[src/hw/chc_params.svh]
// Constants for the charger configuration register block
`ifndef CHC_PARAMS_SVH
`define CHC_PARAMS_SVH

`define CHC_CLK_HZ 20000000
`define CHC_ADDR_W 8
`define CHC_DATA_W 8
`define CHC_ADDR_VCTRL 8'h01
`define CHC_ADDR_ICTRL 8'h02
`define CHC_ADDR_NTC 8'h03

`define CHC_RST_VCTRL 8'h23
`define CHC_RST_ICTRL 8'h00
`define CHC_RST_NTC 3'h7
`define CHC_ICTRL_WMASK 8'hef
`define CHC_NTC_W 3

`define CHC_VEOC_MSB 5
`define CHC_VMIN_MSB 7
`define CHC_VMIN_LSB 6
`define CHC_VEOC_MAX_CODE 6'h2f
`define CHC_VEOC_BASE_MV 3500
`define CHC_VEOC_STEP_MV 20
`define CHC_MV_W 13

`define CHC_EOCHALF_BIT 0
`define CHC_CC_MSB 2
`define CHC_CC_LSB 1
`define CHC_BOOSTLO_BIT 3
`define CHC_RSVD_BIT 4
`define CHC_PON_BIT 5
`define CHC_DEB_MSB 7
`define CHC_DEB_LSB 6

`define CHC_NTC_ON_BIT 0
`define CHC_THERM_SEL_BIT 1
`define CHC_NTC_LOW_BIT 2

`define CHC_PCT_W 7
`define CHC_CC_PCT_0 7'h64
`define CHC_CC_PCT_1 7'h51
`define CHC_CC_PCT_2 7'h3c
`define CHC_CC_PCT_3 7'h28
`define CHC_MA_W 10
`define CHC_BOOST_HI_MA 10'h1f4
`define CHC_BOOST_LO_MA 10'h0c8

`define CHC_DEB_LONG_MS 30
`define CHC_DEB_SHORT_MS 3
`define CHC_DEB_LONG_CYC ((`CHC_DEB_LONG_MS * `CHC_CLK_HZ) / 1000)
`define CHC_DEB_SHORT_CYC ((`CHC_DEB_SHORT_MS * `CHC_CLK_HZ) / 1000)
`define CHC_DEB_CNT_W 20

`endif

[src/hw/chc_pkg.sv]
// Types shared by the charger configuration register block
package chc_pkg;
  typedef enum logic [1:0] {
    CHC_DEB_30MS,
    CHC_DEB_3MS,
    CHC_DEB_RSVD2,
    CHC_DEB_RSVD3
  } chc_deb_sel_t;
endpackage

[src/hw/chc_debounce.sv]
// Comparator debounce filter with selectable interval
`timescale 1ns/1ps
`include "chc_params.svh"
module chc_debounce import chc_pkg::*; #(
  parameter int unsigned LONG_CYC = `CHC_DEB_LONG_CYC,
  parameter int unsigned SHORT_CYC = `CHC_DEB_SHORT_CYC
) (
  input wire logic ref_clk,
  input wire logic rst,
  input wire logic raw_in,
  input wire chc_deb_sel_t sel,
  output logic filt_q
);
  logic [`CHC_DEB_CNT_W-1:0] cnt_q;
  logic [`CHC_DEB_CNT_W-1:0] limit;

  // Undefined codes fall back to the long interval
  assign limit = (sel == CHC_DEB_3MS) ? `CHC_DEB_CNT_W'(SHORT_CYC - 1)
                                      : `CHC_DEB_CNT_W'(LONG_CYC - 1);

  always_ff @(posedge ref_clk or posedge rst) begin
    if (rst) begin
      cnt_q <= '0;
      filt_q <= 1'b0;
    end else if (raw_in == filt_q) begin
      cnt_q <= '0;
    end else if (cnt_q >= limit) begin
      cnt_q <= '0;
      filt_q <= raw_in;
    end else begin
      cnt_q <= cnt_q + 1'b1;
    end
  end
endmodule

[src/hw/chc_config_regs.sv]
// Charger configuration registers: voltage, current and thermistor control
// Operation
// - Six-bit end-of-charge code: 0 is 3.5 V, 35 is 4.2 V, 47 is 4.44 V
// - Two-bit minimum input level; current reduced while input supply is below it
// - Termination current full or half
// - Constant-current scale: full, 0.81, 0.60 or 0.40
// - Boost current limit 500 mA, or 200 mA when bit set
// - Full high-side on mode when set; otherwise smooth mode only with off-time disable
// - Debounce 30 ms for code 0, 3 ms for code 1; others undefined
// - Battery temperature supervision off at 0, on at 1
// - Thermistor nominal value 100k at 0, 10k at 1
// - Shutdown range high at 0, low at 1
// - Off-time disable lets the charger move smoothly into full conduction
// - Over-temperature flag set above threshold, evaluated only with input detected
`timescale 1ns/1ps
`include "chc_params.svh"
module chc_config_regs import chc_pkg::*; #(
  parameter int unsigned DEB_LONG_CYC = `CHC_DEB_LONG_CYC,
  parameter int unsigned DEB_SHORT_CYC = `CHC_DEB_SHORT_CYC
) (
  input wire logic ref_clk,
  input wire logic rst,
  input wire logic reg_wr_en,
  input wire logic reg_rd_en,
  input wire logic [`CHC_ADDR_W-1:0] reg_addr,
  input wire logic [`CHC_DATA_W-1:0] reg_wdata,
  output logic [`CHC_DATA_W-1:0] reg_rdata_q,
  input wire logic [`CHC_DATA_W-1:0] otp_vctrl,
  input wire logic [`CHC_DATA_W-1:0] otp_ictrl,
  input wire logic [`CHC_NTC_W-1:0] otp_ntc,
  input wire logic [3:0] input_supply_below,
  input wire logic input_supply_detect,
  input wire logic disable_toff,
  input wire logic temp_above_high_range,
  input wire logic temp_above_low_range,
  output logic [`CHC_MV_W-1:0] eoc_voltage_mv_q,
  output logic current_reduce_q,
  output logic term_half_q,
  output logic [`CHC_PCT_W-1:0] cc_scale_pct_q,
  output logic [`CHC_MA_W-1:0] boost_limit_ma_q,
  output logic pmos_full_on_q,
  output logic pmos_smooth_q,
  output logic ntc_supervision_on_q,
  output logic thermistor_value_select_q,
  output logic ntc_low_range_q,
  output logic battery_overtemp_flag_q
);
  logic load_pend_q;
  logic [`CHC_DATA_W-1:0] vctrl_q;
  logic [`CHC_DATA_W-1:0] ictrl_q;
  logic [`CHC_NTC_W-1:0] ntc_q;
  logic [`CHC_DATA_W-1:0] rd_mux;
  logic [5:0] veoc_clamp;
  logic temp_raw;
  logic temp_filt;
  chc_deb_sel_t deb_sel;

  // Defaults come from OTP on the first edge after reset release
  always_ff @(posedge ref_clk or posedge rst) begin
    if (rst) begin
      load_pend_q <= 1'b1;
    end else begin
      load_pend_q <= 1'b0;
    end
  end

  always_ff @(posedge ref_clk or posedge rst) begin
    if (rst) begin
      vctrl_q <= `CHC_RST_VCTRL;
    end else if (load_pend_q) begin
      vctrl_q <= otp_vctrl;
    end else if (reg_wr_en && reg_addr == `CHC_ADDR_VCTRL) begin
      vctrl_q <= reg_wdata;
    end
  end

  always_ff @(posedge ref_clk or posedge rst) begin
    if (rst) begin
      ictrl_q <= `CHC_RST_ICTRL;
    end else if (load_pend_q) begin
      ictrl_q <= otp_ictrl & `CHC_ICTRL_WMASK;
    end else if (reg_wr_en && reg_addr == `CHC_ADDR_ICTRL) begin
      ictrl_q <= reg_wdata & `CHC_ICTRL_WMASK;
    end
  end

  always_ff @(posedge ref_clk or posedge rst) begin
    if (rst) begin
      ntc_q <= `CHC_RST_NTC;
    end else if (load_pend_q) begin
      ntc_q <= otp_ntc;
    end else if (reg_wr_en && reg_addr == `CHC_ADDR_NTC) begin
      ntc_q <= reg_wdata[`CHC_NTC_W-1:0];
    end
  end

  // Read path; unmapped addresses and unused bits read zero
  always_comb begin
    rd_mux = '0;
    unique case (reg_addr)
      `CHC_ADDR_VCTRL: rd_mux = vctrl_q;
      `CHC_ADDR_ICTRL: rd_mux = ictrl_q;
      `CHC_ADDR_NTC: rd_mux = {{(`CHC_DATA_W-`CHC_NTC_W){1'b0}}, ntc_q};
      default: rd_mux = '0;
    endcase
  end

  always_ff @(posedge ref_clk or posedge rst) begin
    if (rst) begin
      reg_rdata_q <= '0;
    end else if (reg_rd_en) begin
      reg_rdata_q <= rd_mux;
    end
  end

  // Voltage control decode
  assign veoc_clamp = (vctrl_q[`CHC_VEOC_MSB:0] > `CHC_VEOC_MAX_CODE) ?
                      `CHC_VEOC_MAX_CODE : vctrl_q[`CHC_VEOC_MSB:0];

  always_ff @(posedge ref_clk or posedge rst) begin
    if (rst) begin
      eoc_voltage_mv_q <= '0;
      current_reduce_q <= 1'b0;
    end else begin
      eoc_voltage_mv_q <= `CHC_MV_W'(`CHC_VEOC_BASE_MV +
                          `CHC_VEOC_STEP_MV * int'(veoc_clamp));
      current_reduce_q <= input_supply_below[vctrl_q[`CHC_VMIN_MSB:`CHC_VMIN_LSB]];
    end
  end

  // Current control decode
  always_ff @(posedge ref_clk or posedge rst) begin
    if (rst) begin
      term_half_q <= 1'b0;
      cc_scale_pct_q <= '0;
      boost_limit_ma_q <= '0;
    end else begin
      term_half_q <= ictrl_q[`CHC_EOCHALF_BIT];
      unique case (ictrl_q[`CHC_CC_MSB:`CHC_CC_LSB])
        2'h0: cc_scale_pct_q <= `CHC_CC_PCT_0;
        2'h1: cc_scale_pct_q <= `CHC_CC_PCT_1;
        2'h2: cc_scale_pct_q <= `CHC_CC_PCT_2;
        2'h3: cc_scale_pct_q <= `CHC_CC_PCT_3;
      endcase
      boost_limit_ma_q <= ictrl_q[`CHC_BOOSTLO_BIT] ? `CHC_BOOST_LO_MA
                                                    : `CHC_BOOST_HI_MA;
    end
  end

  // High-side conduction mode
  always_ff @(posedge ref_clk or posedge rst) begin
    if (rst) begin
      pmos_full_on_q <= 1'b0;
      pmos_smooth_q <= 1'b0;
    end else begin
      pmos_full_on_q <= ictrl_q[`CHC_PON_BIT];
      pmos_smooth_q <= !ictrl_q[`CHC_PON_BIT] && disable_toff;
    end
  end

  // Thermistor supervision
  always_ff @(posedge ref_clk or posedge rst) begin
    if (rst) begin
      ntc_supervision_on_q <= 1'b0;
      thermistor_value_select_q <= 1'b0;
      ntc_low_range_q <= 1'b0;
    end else begin
      ntc_supervision_on_q <= ntc_q[`CHC_NTC_ON_BIT];
      thermistor_value_select_q <= ntc_q[`CHC_THERM_SEL_BIT];
      ntc_low_range_q <= ntc_q[`CHC_NTC_LOW_BIT];
    end
  end

  assign temp_raw = ntc_q[`CHC_NTC_LOW_BIT] ? temp_above_low_range
                                            : temp_above_high_range;
  assign deb_sel = chc_deb_sel_t'(ictrl_q[`CHC_DEB_MSB:`CHC_DEB_LSB]);

  chc_debounce #(
    .LONG_CYC(DEB_LONG_CYC),
    .SHORT_CYC(DEB_SHORT_CYC)
  ) u_temp_deb (
    .ref_clk(ref_clk),
    .rst(rst),
    .raw_in(temp_raw),
    .sel(deb_sel),
    .filt_q(temp_filt)
  );

  always_ff @(posedge ref_clk or posedge rst) begin
    if (rst) begin
      battery_overtemp_flag_q <= 1'b0;
    end else begin
      battery_overtemp_flag_q <= temp_filt && input_supply_detect &&
                                 ntc_q[`CHC_NTC_ON_BIT];
    end
  end
endmodule

[config.mk]
export PLATFORM = sky130hd
export DESIGN_NAME = chc_config_regs
export DESIGN_NICKNAME = d
export VERILOG_FILES = /design/src/hw/chc_pkg.sv /design/src/hw/chc_debounce.sv /design/src/hw/chc_config_regs.sv
export VERILOG_INCLUDE_DIRS = /design/src /design/src/hw
export SDC_FILE = /design/constraint.sdc
export NUM_CORES = 1
export LEC_CHECK = 0
export ABC_AREA = 1
export BUFFER_PORTS_ARGS = -buffer_cell sky130_fd_sc_hd__buf_4
export CELL_PAD_IN_SITES_DETAIL_PLACEMENT = 2
export CELL_PAD_IN_SITES_GLOBAL_PLACEMENT = 2
export CORE_ASPECT_RATIO = 2
export CORE_MARGIN = 2
export CORE_UTILIZATION = 31
export DETAILED_ROUTE_END_ITERATION = 6
export PLACE_DENSITY_LB_ADDON = 0.1
export SETUP_SLACK_MARGIN = 0.15
export SYNTH_ARGS = -nofsm -noshare
export SYNTH_HDL_FRONTEND = slang
export SYNTH_SLANG_ARGS = --single-unit
[constraint.sdc]
create_clock -name ref_clk -period 3.5 [get_ports ref_clk]
set_clock_uncertainty 0.1 [all_clocks]
set_input_delay 0.175 -clock ref_clk [delete_from_list [all_inputs] [get_ports ref_clk]]
set_output_delay 0.175 -clock ref_clk [all_outputs]
set_load 0.02 [all_outputs]
**Yosys cells after proc, flatten, opt, wreduce, memory -nomap -nowiden**

Index checks and enable logic that the tools add are counted.
W data, S select, Z words.

- Bits in registers: 86
- Logic and storage cells: 61

- $add $sub $neg: 2
- Multiply operators: 1
- Magnitude comparators: 3
- Eq/ne operators: 8
- Muxes and demuxes: 16
- Bitwise logic cells: 1
- Reduce and logical (&&, ||, !) cells: 12

Operators with widths:

| kind | number |
|---|---|
| $mux W20 | 3 |
| $mux W8 | 4 |
| $pmux W7 S4 | 1 |
| $pmux W8 S3 | 1 |
| $add A20 B1 Y20 const B | 1 |
| $ge A20 B20 Y1 | 1 |
| $eq A8 B2 Y1 const B | 2 |
| $add A12 B11 Y13 const A | 1 |
| $mul A3 B6 Y9 const A | 1 |
| $mux W9 | 1 |
| $eq A8 B1 Y1 const B | 1 |
| $gt A6 B6 Y1 const B | 1 |
| $logic_and A1 B1 Y1 | 6 |
| $mux W3 | 2 |
| $mux W6 | 1 |
| $reduce_bool A2 Y1 | 3 |
| $eq A2 B1 Y1 const B | 2 |
| $eq A2 B2 Y1 const B | 2 |
| $lt A2 B3 Y1 const B | 1 |
| $bmux W1 S2 | 1 |
| $logic_not A2 Y1 | 1 |
| $mux W1 | 2 |
| $reduce_and A2 Y1 | 1 |
| $eq A1 B1 Y1 | 1 |
| other kinds (2) | 2 |

**Longest topological paths before layout**

- Depth after elaboration: 5
- Mapped depth: 14

**Modules after synthesis**

Synthesis repeated with hierarchy kept, for this count alone.

- Cell total of the unflattened synthesis: 533
- Area total of the unflattened synthesis: 4354.2 um^2

By module, submodules not included:

| module | instances | cells each | area an instance (um^2) |
|---|---|---|---|
| chc_config_regs | 1 | 340 | 2939.1 |
| chc_debounce | 1 | 193 | 1415.1 |

**Worst setup path after synthesis**

Ideal clock, no wire load.

- Path kind: register to register
- Start: register vctrl_q[5]
- End: register eoc_voltage_mv_q[10]
- Arrival time: 2199 ps
- Slack: 1083 ps
- Cell stages (with the launch flop): 14
- Path buffers: 0
- Clock period less this slack: 2417 ps
- Cells stage by stage: dfstp_2 nand2_1 inv_1 nor2_1 inv_1 ha_1 ha_1 inv_1 fa_1 o21ai_0 xor2_1 nand2_1 nand2_1 nand2_1

- Longest elaborated chain between the ends: 4

Ends and longest elaborated chain:

| item | RTL line | text |
|---|---|---|
| from (decl) | chc_config_regs.sv:49 | `` logic [`CHC_DATA_W-1:0] vctrl_q; `` |
| from (signal assigned) | chc_config_regs.sv:69 | `` vctrl_q <= `CHC_RST_VCTRL; `` |
| from (signal assigned) | chc_config_regs.sv:71 | `vctrl_q <= otp_vctrl;` |
| from (signal assigned) | chc_config_regs.sv:73 | `vctrl_q <= reg_wdata;` |
| $gt A6 B6 Y1 (no source line) | - |  |
| $mux W6 * | chc_config_regs.sv:117 | `` assign veoc_clamp = (vctrl_q[`CHC_VEOC_MSB:0] > `CHC_VEOC_MAX_CODE) ? `` |
| $mul A3 B6 Y9 (no source line) * | - |  |
| $add A12 B11 Y13 (no source line) * | - |  |
| to (signal assigned) | chc_config_regs.sv:125 | `` eoc_voltage_mv_q <= `CHC_MV_W'(`CHC_VEOC_BASE_MV + `` |
| to (decl) | chc_config_regs.sv:36 | `` output logic [`CHC_MV_W-1:0] eoc_voltage_mv_q, `` |

Every way passes the cells marked *; elsewhere a longest branch is shown, timed or not.
A chain may end at the register's enable or synchronous reset.

**Final worst setup path**

- Start: register vctrl_q[4]
- End: register eoc_voltage_mv_q[10]

The elaborated chain is that of the path after synthesis.

==> metrics.md <==
| Metric | Value |
|---|---|
| Clock sinks | `76` |
| Layout net count | `687` |
| Die area | `14,600 sq um` |
| Area leader, netlist | `dfrtp_1` |
| Total Power | `~2.8 mW` |
| Async set or reset register ratio after synthesis | `between 90% and 100%` |
| Crit path max fanout | `5` |
| Slew Viols, Final | `0` |
| WP data arrival | `3.08 ns` |
| Top_reg_cell synth | `dfrtp_1` |
| Hold Crit Depth | `5` |
| Largest net degree at the start of global routing | `a little over 40` |
| Share of cells above drive strength 1 | `around 23%` |
| Routed length per instance | `between 15 and 20 microns` |
| Setup tns final | `0 ns` |
| Post-route DRC | `0` |
| Initial antenna violation count | `0` |
| Synth Area in Compound Gates | `a little over 5%` |
| Post-layout min period | `2.947 ns` |
| Post-CTS Setup Repair Bufs | `0` |
| Drt total wl | `between 10,000 and 15,000 microns` |
| Root buf cell | `clkbuf_16` |
| Io pins | `93` |
| Final setup vio count | `0` |
| First-pass GRT wire length | `between 20,000 and 25,000 microns` |
| Final GP Congestion | `approximately 0.79` |
| Area grow syn2layout | `27.13%` |
| Setup Crit Path Kind | `reg -> reg` |
| Simple-gate share of the synthesized area | `a little under 30%` |
| Met3 WL | `roughly 290 microns` |
| Via count | `about 3.7k` |
| Total gr overflow | `0` |
| ANT cells | `0` |
| Synth top area cells | `dfrtp_1 41%, nand2_1 15%, ha_1 7.1%, nor2_1 5.3%, inv_1 4.9%` |
| Largest family of logic cells by synthesized area | `simple AND/OR/NAND/NOR gates` |
| Critical Path RT | `around 3.6 ns` |
| Metal-1 WL | `~4400 microns` |
| H-tree levels | `3` |
| RSZ-0062 raised after global routing | `no` |
| Fmax | `339.3 MHz` |
| Critical path startpoint category | `register` |
| Cell Pwr Density | `525.1 nW/um^2` |
| DRT iter0 DRCs | `58` |
| Max Used Layer | `met4` |
| Final hold viol count | `0` |
| Synth Area in Adders | `under 10%` |
| Slew @ Worst Pin | `about 0.93 ns` |
| Post-synth top area share | `about two fifths` |
| Register area | `1911 sq um` |
| Initial core utilization | `between 30% and 40%` |
| Fill cell count | `approximately 1.5k` |
| Maximum VDD drop | `between 0.2 and 0.25 mV` |
| Met2 Routed Length | `approximately 8400 microns` |
| Vias in the first global route | `roughly 4.3k` |
| Final worst path period share | `between 80% and 90%` |
| Max-slew headroom | `about two fifths` |
| Distinct cells, synth | `36` |
| Number of synthesized flops with an enable pin | `0` |
| Worst-skew pair later-pin latency | `approximately 0.34 ns` |
| Syn Area/Cell | `~8.0 sq um` |
| Die W | `86.46 microns` |
| CORE AREA | `13,360 sq um` |
| Multi-input gate area | `roughly 2000 sq um` |
| Gate count of the mapped netlist | `~520` |
| Clk buf depth | `2` |
| Multiplexer share of the synthesized area | `0%` |
| Run status | `finished, final reports clean` |
| First-pass DRT Iterations | `4` |
| Vias per cell | `between 4 and 5` |
| Die H | `168.9 microns` |
| Register area share after synthesis | `a little under half` |
| DP HPWL | `10,840 microns` |
| P_leak | `around 2.7 nW` |
| Clk pin slew, worst setup/hold paths | `about 0.06 ns` |
| Row cnt | `60` |
| CTS tree | `built` |
| Post-synthesis xor/xnor area fraction | `between 4 and 5%` |
| Synthesized area | `between 4000 and 5000 sq um` |
| Synth Register Bits | `between 70 and 80` |
| Overall global routing resource usage | `around 20%` |
| Ys Warns | `0` |
| Crit path capture type | `register` |
| Final ANT Viol Nets | `0` |
| Hold Path Class | `in -> reg` |
| I/O Buffers | `85` |
| Max Cap Viol | `0` |
| R2R depth | `13` |
| Number of CTS-inserted buffers | `9` |
[critical path, stage by stage (launching register included)]
cell and delay, ns:
dfrtp_1 0.39, nand2_1 0.18, inv_1 0.09, nor2_1 0.14, inv_1 0.07, ha_1 0.28
ha_1 0.18, inv_1 0.06, fa_1 0.41, o21ai_0 0.26, xor2_1 0.41, nand2_1 0.12
nand2_1 0.10, nand2_1 0.06
[cell type report]
type | instances | area share [%]
Tap cell | 155 | 3.619
Sequential cell | 76 | 35.65
Clock buffer | 11 | 4.530
Timing Repair Buffer | 91 | 13.17
Clock inverter | 5 | 2.008
Inverter | 58 | 4.063
Multi-Input combinational cell | 379 | 36.96
[power by group]
part	internal [mW]	leakage [nW]	switching (mW)
logic	0.258	1.62	0.402
registers	0.992	0.951	0.0589
clock network	0.721	0.170	0.382
[repair_timing]
item                                    4_1_cts  5_1_grt
gates resized for setup                       0        0
hold buffers                                  4        0
endpoints found under the setup margin        0        0
hold endpoints to repair                     35        0
[path summary, 6_finish.rpt]
kind / slack, ns / end / start
worst max register to register: 0.55 / eoc_voltage_mv_q[10] / vctrl_q[4]
worst max-delay path: 0.55 / eoc_voltage_mv_q[10] / vctrl_q[4]
worst min register to register: 0.28 / boost_limit_ma_q[3] / ictrl_q[3]
min in group asynchronous: 0.51 / boost_limit_ma_q[7] / rst
max in group asynchronous: 1.99 / ntc_q[1] / rst
worst min-delay path: 0.03 / ntc_q[1] / otp_ntc[1]
[logic make-up (layout without fill, tap and decap cells)]
kind of cell | Yosys count | count (layout)
other | 2 | 8
and+or+nand+nor | 285 | 285
buffers and inverters | 75 | 165
DFF | 76 | 76
xor gates and xnor gates | 20 | 20
adders and majority gates | 25 | 25
AOI/OAI and AO/OA | 41 | 41
[sequential cells by signal, indices dropped and copies added, names as in the netlist]
register,count
u_temp_deb.filt_q,1
battery_overtemp_flag_q,1
ictrl_q,7
pmos_smooth_q,1
term_half_q,1
pmos_full_on_q,1
reg_rdata_q,8
ntc_supervision_on_q,1
ntc_low_range_q,1
current_reduce_q,1
load_pend_q,1
thermistor_value_select_q,1
eoc_voltage_mv_q,11
cc_scale_pct_q,6
ntc_q,3
vctrl_q,8
u_temp_deb.cnt_q,20
boost_limit_ma_q,3
[synthesized netlist by cell type (2+ instances only)]
master and n:
a21oi_1 10, a21oi_2 2, buf_2 3, buf_4 12, conb_1 2, dfrtp_1 69
dfstp_2 7, ha_1 24, inv_1 55, inv_2 2, nand2_1 164, nand2_2 3
nand3_1 29, nand3_2 2, nand3b_1 2, nand4_1 4, nor2_1 59, nor2_2 13
nor3_2 2, o21ai_0 24, o21ai_1 3, or2_2 2, xnor2_1 9, xor2_1 10
[layer usage]
layer,GRT usage [%],up-vias
li1,-,1794
met1,18.96,1848
met2,41.57,59
met3,2.487,22
met4,7.201,0
met5,0,-
[per-stage QoR]
step           instances  cell area, sq um  utilization [%]  hold slack, ns  setup slack (ns)
2_1_floorplan        530              4238                -          0.1760             1.083
3_3_place_gp         755              4969            37.18          0.2600            0.6462
3_5_place_dp         755              4969            37.18          0.2696            0.5293
4_1_cts              775              5359            40.10         0.03196            0.4956
5_1_grt              775              5359            40.10         0.03516            0.2407
6_report             775              5359            40.10         0.03089            0.5527
[cells in the final DEF (no fill, tap or decap), drive strengths merged, types with 7 or more instances in the layout]
| cell | count |
|---|---|
| nand3 | 32 |
| nand2 | 167 |
| conb | 8 |
| o21ai | 27 |
| ha | 24 |
| xor2 | 11 |
| dfstp | 7 |
| inv | 58 |
| dfrtp | 69 |
| xnor2 | 9 |
| a21oi | 12 |
| clkbuf | 11 |
| nor2 | 73 |
| buf | 87 |
No activity file was read; power rests on OpenSTA's default activity.
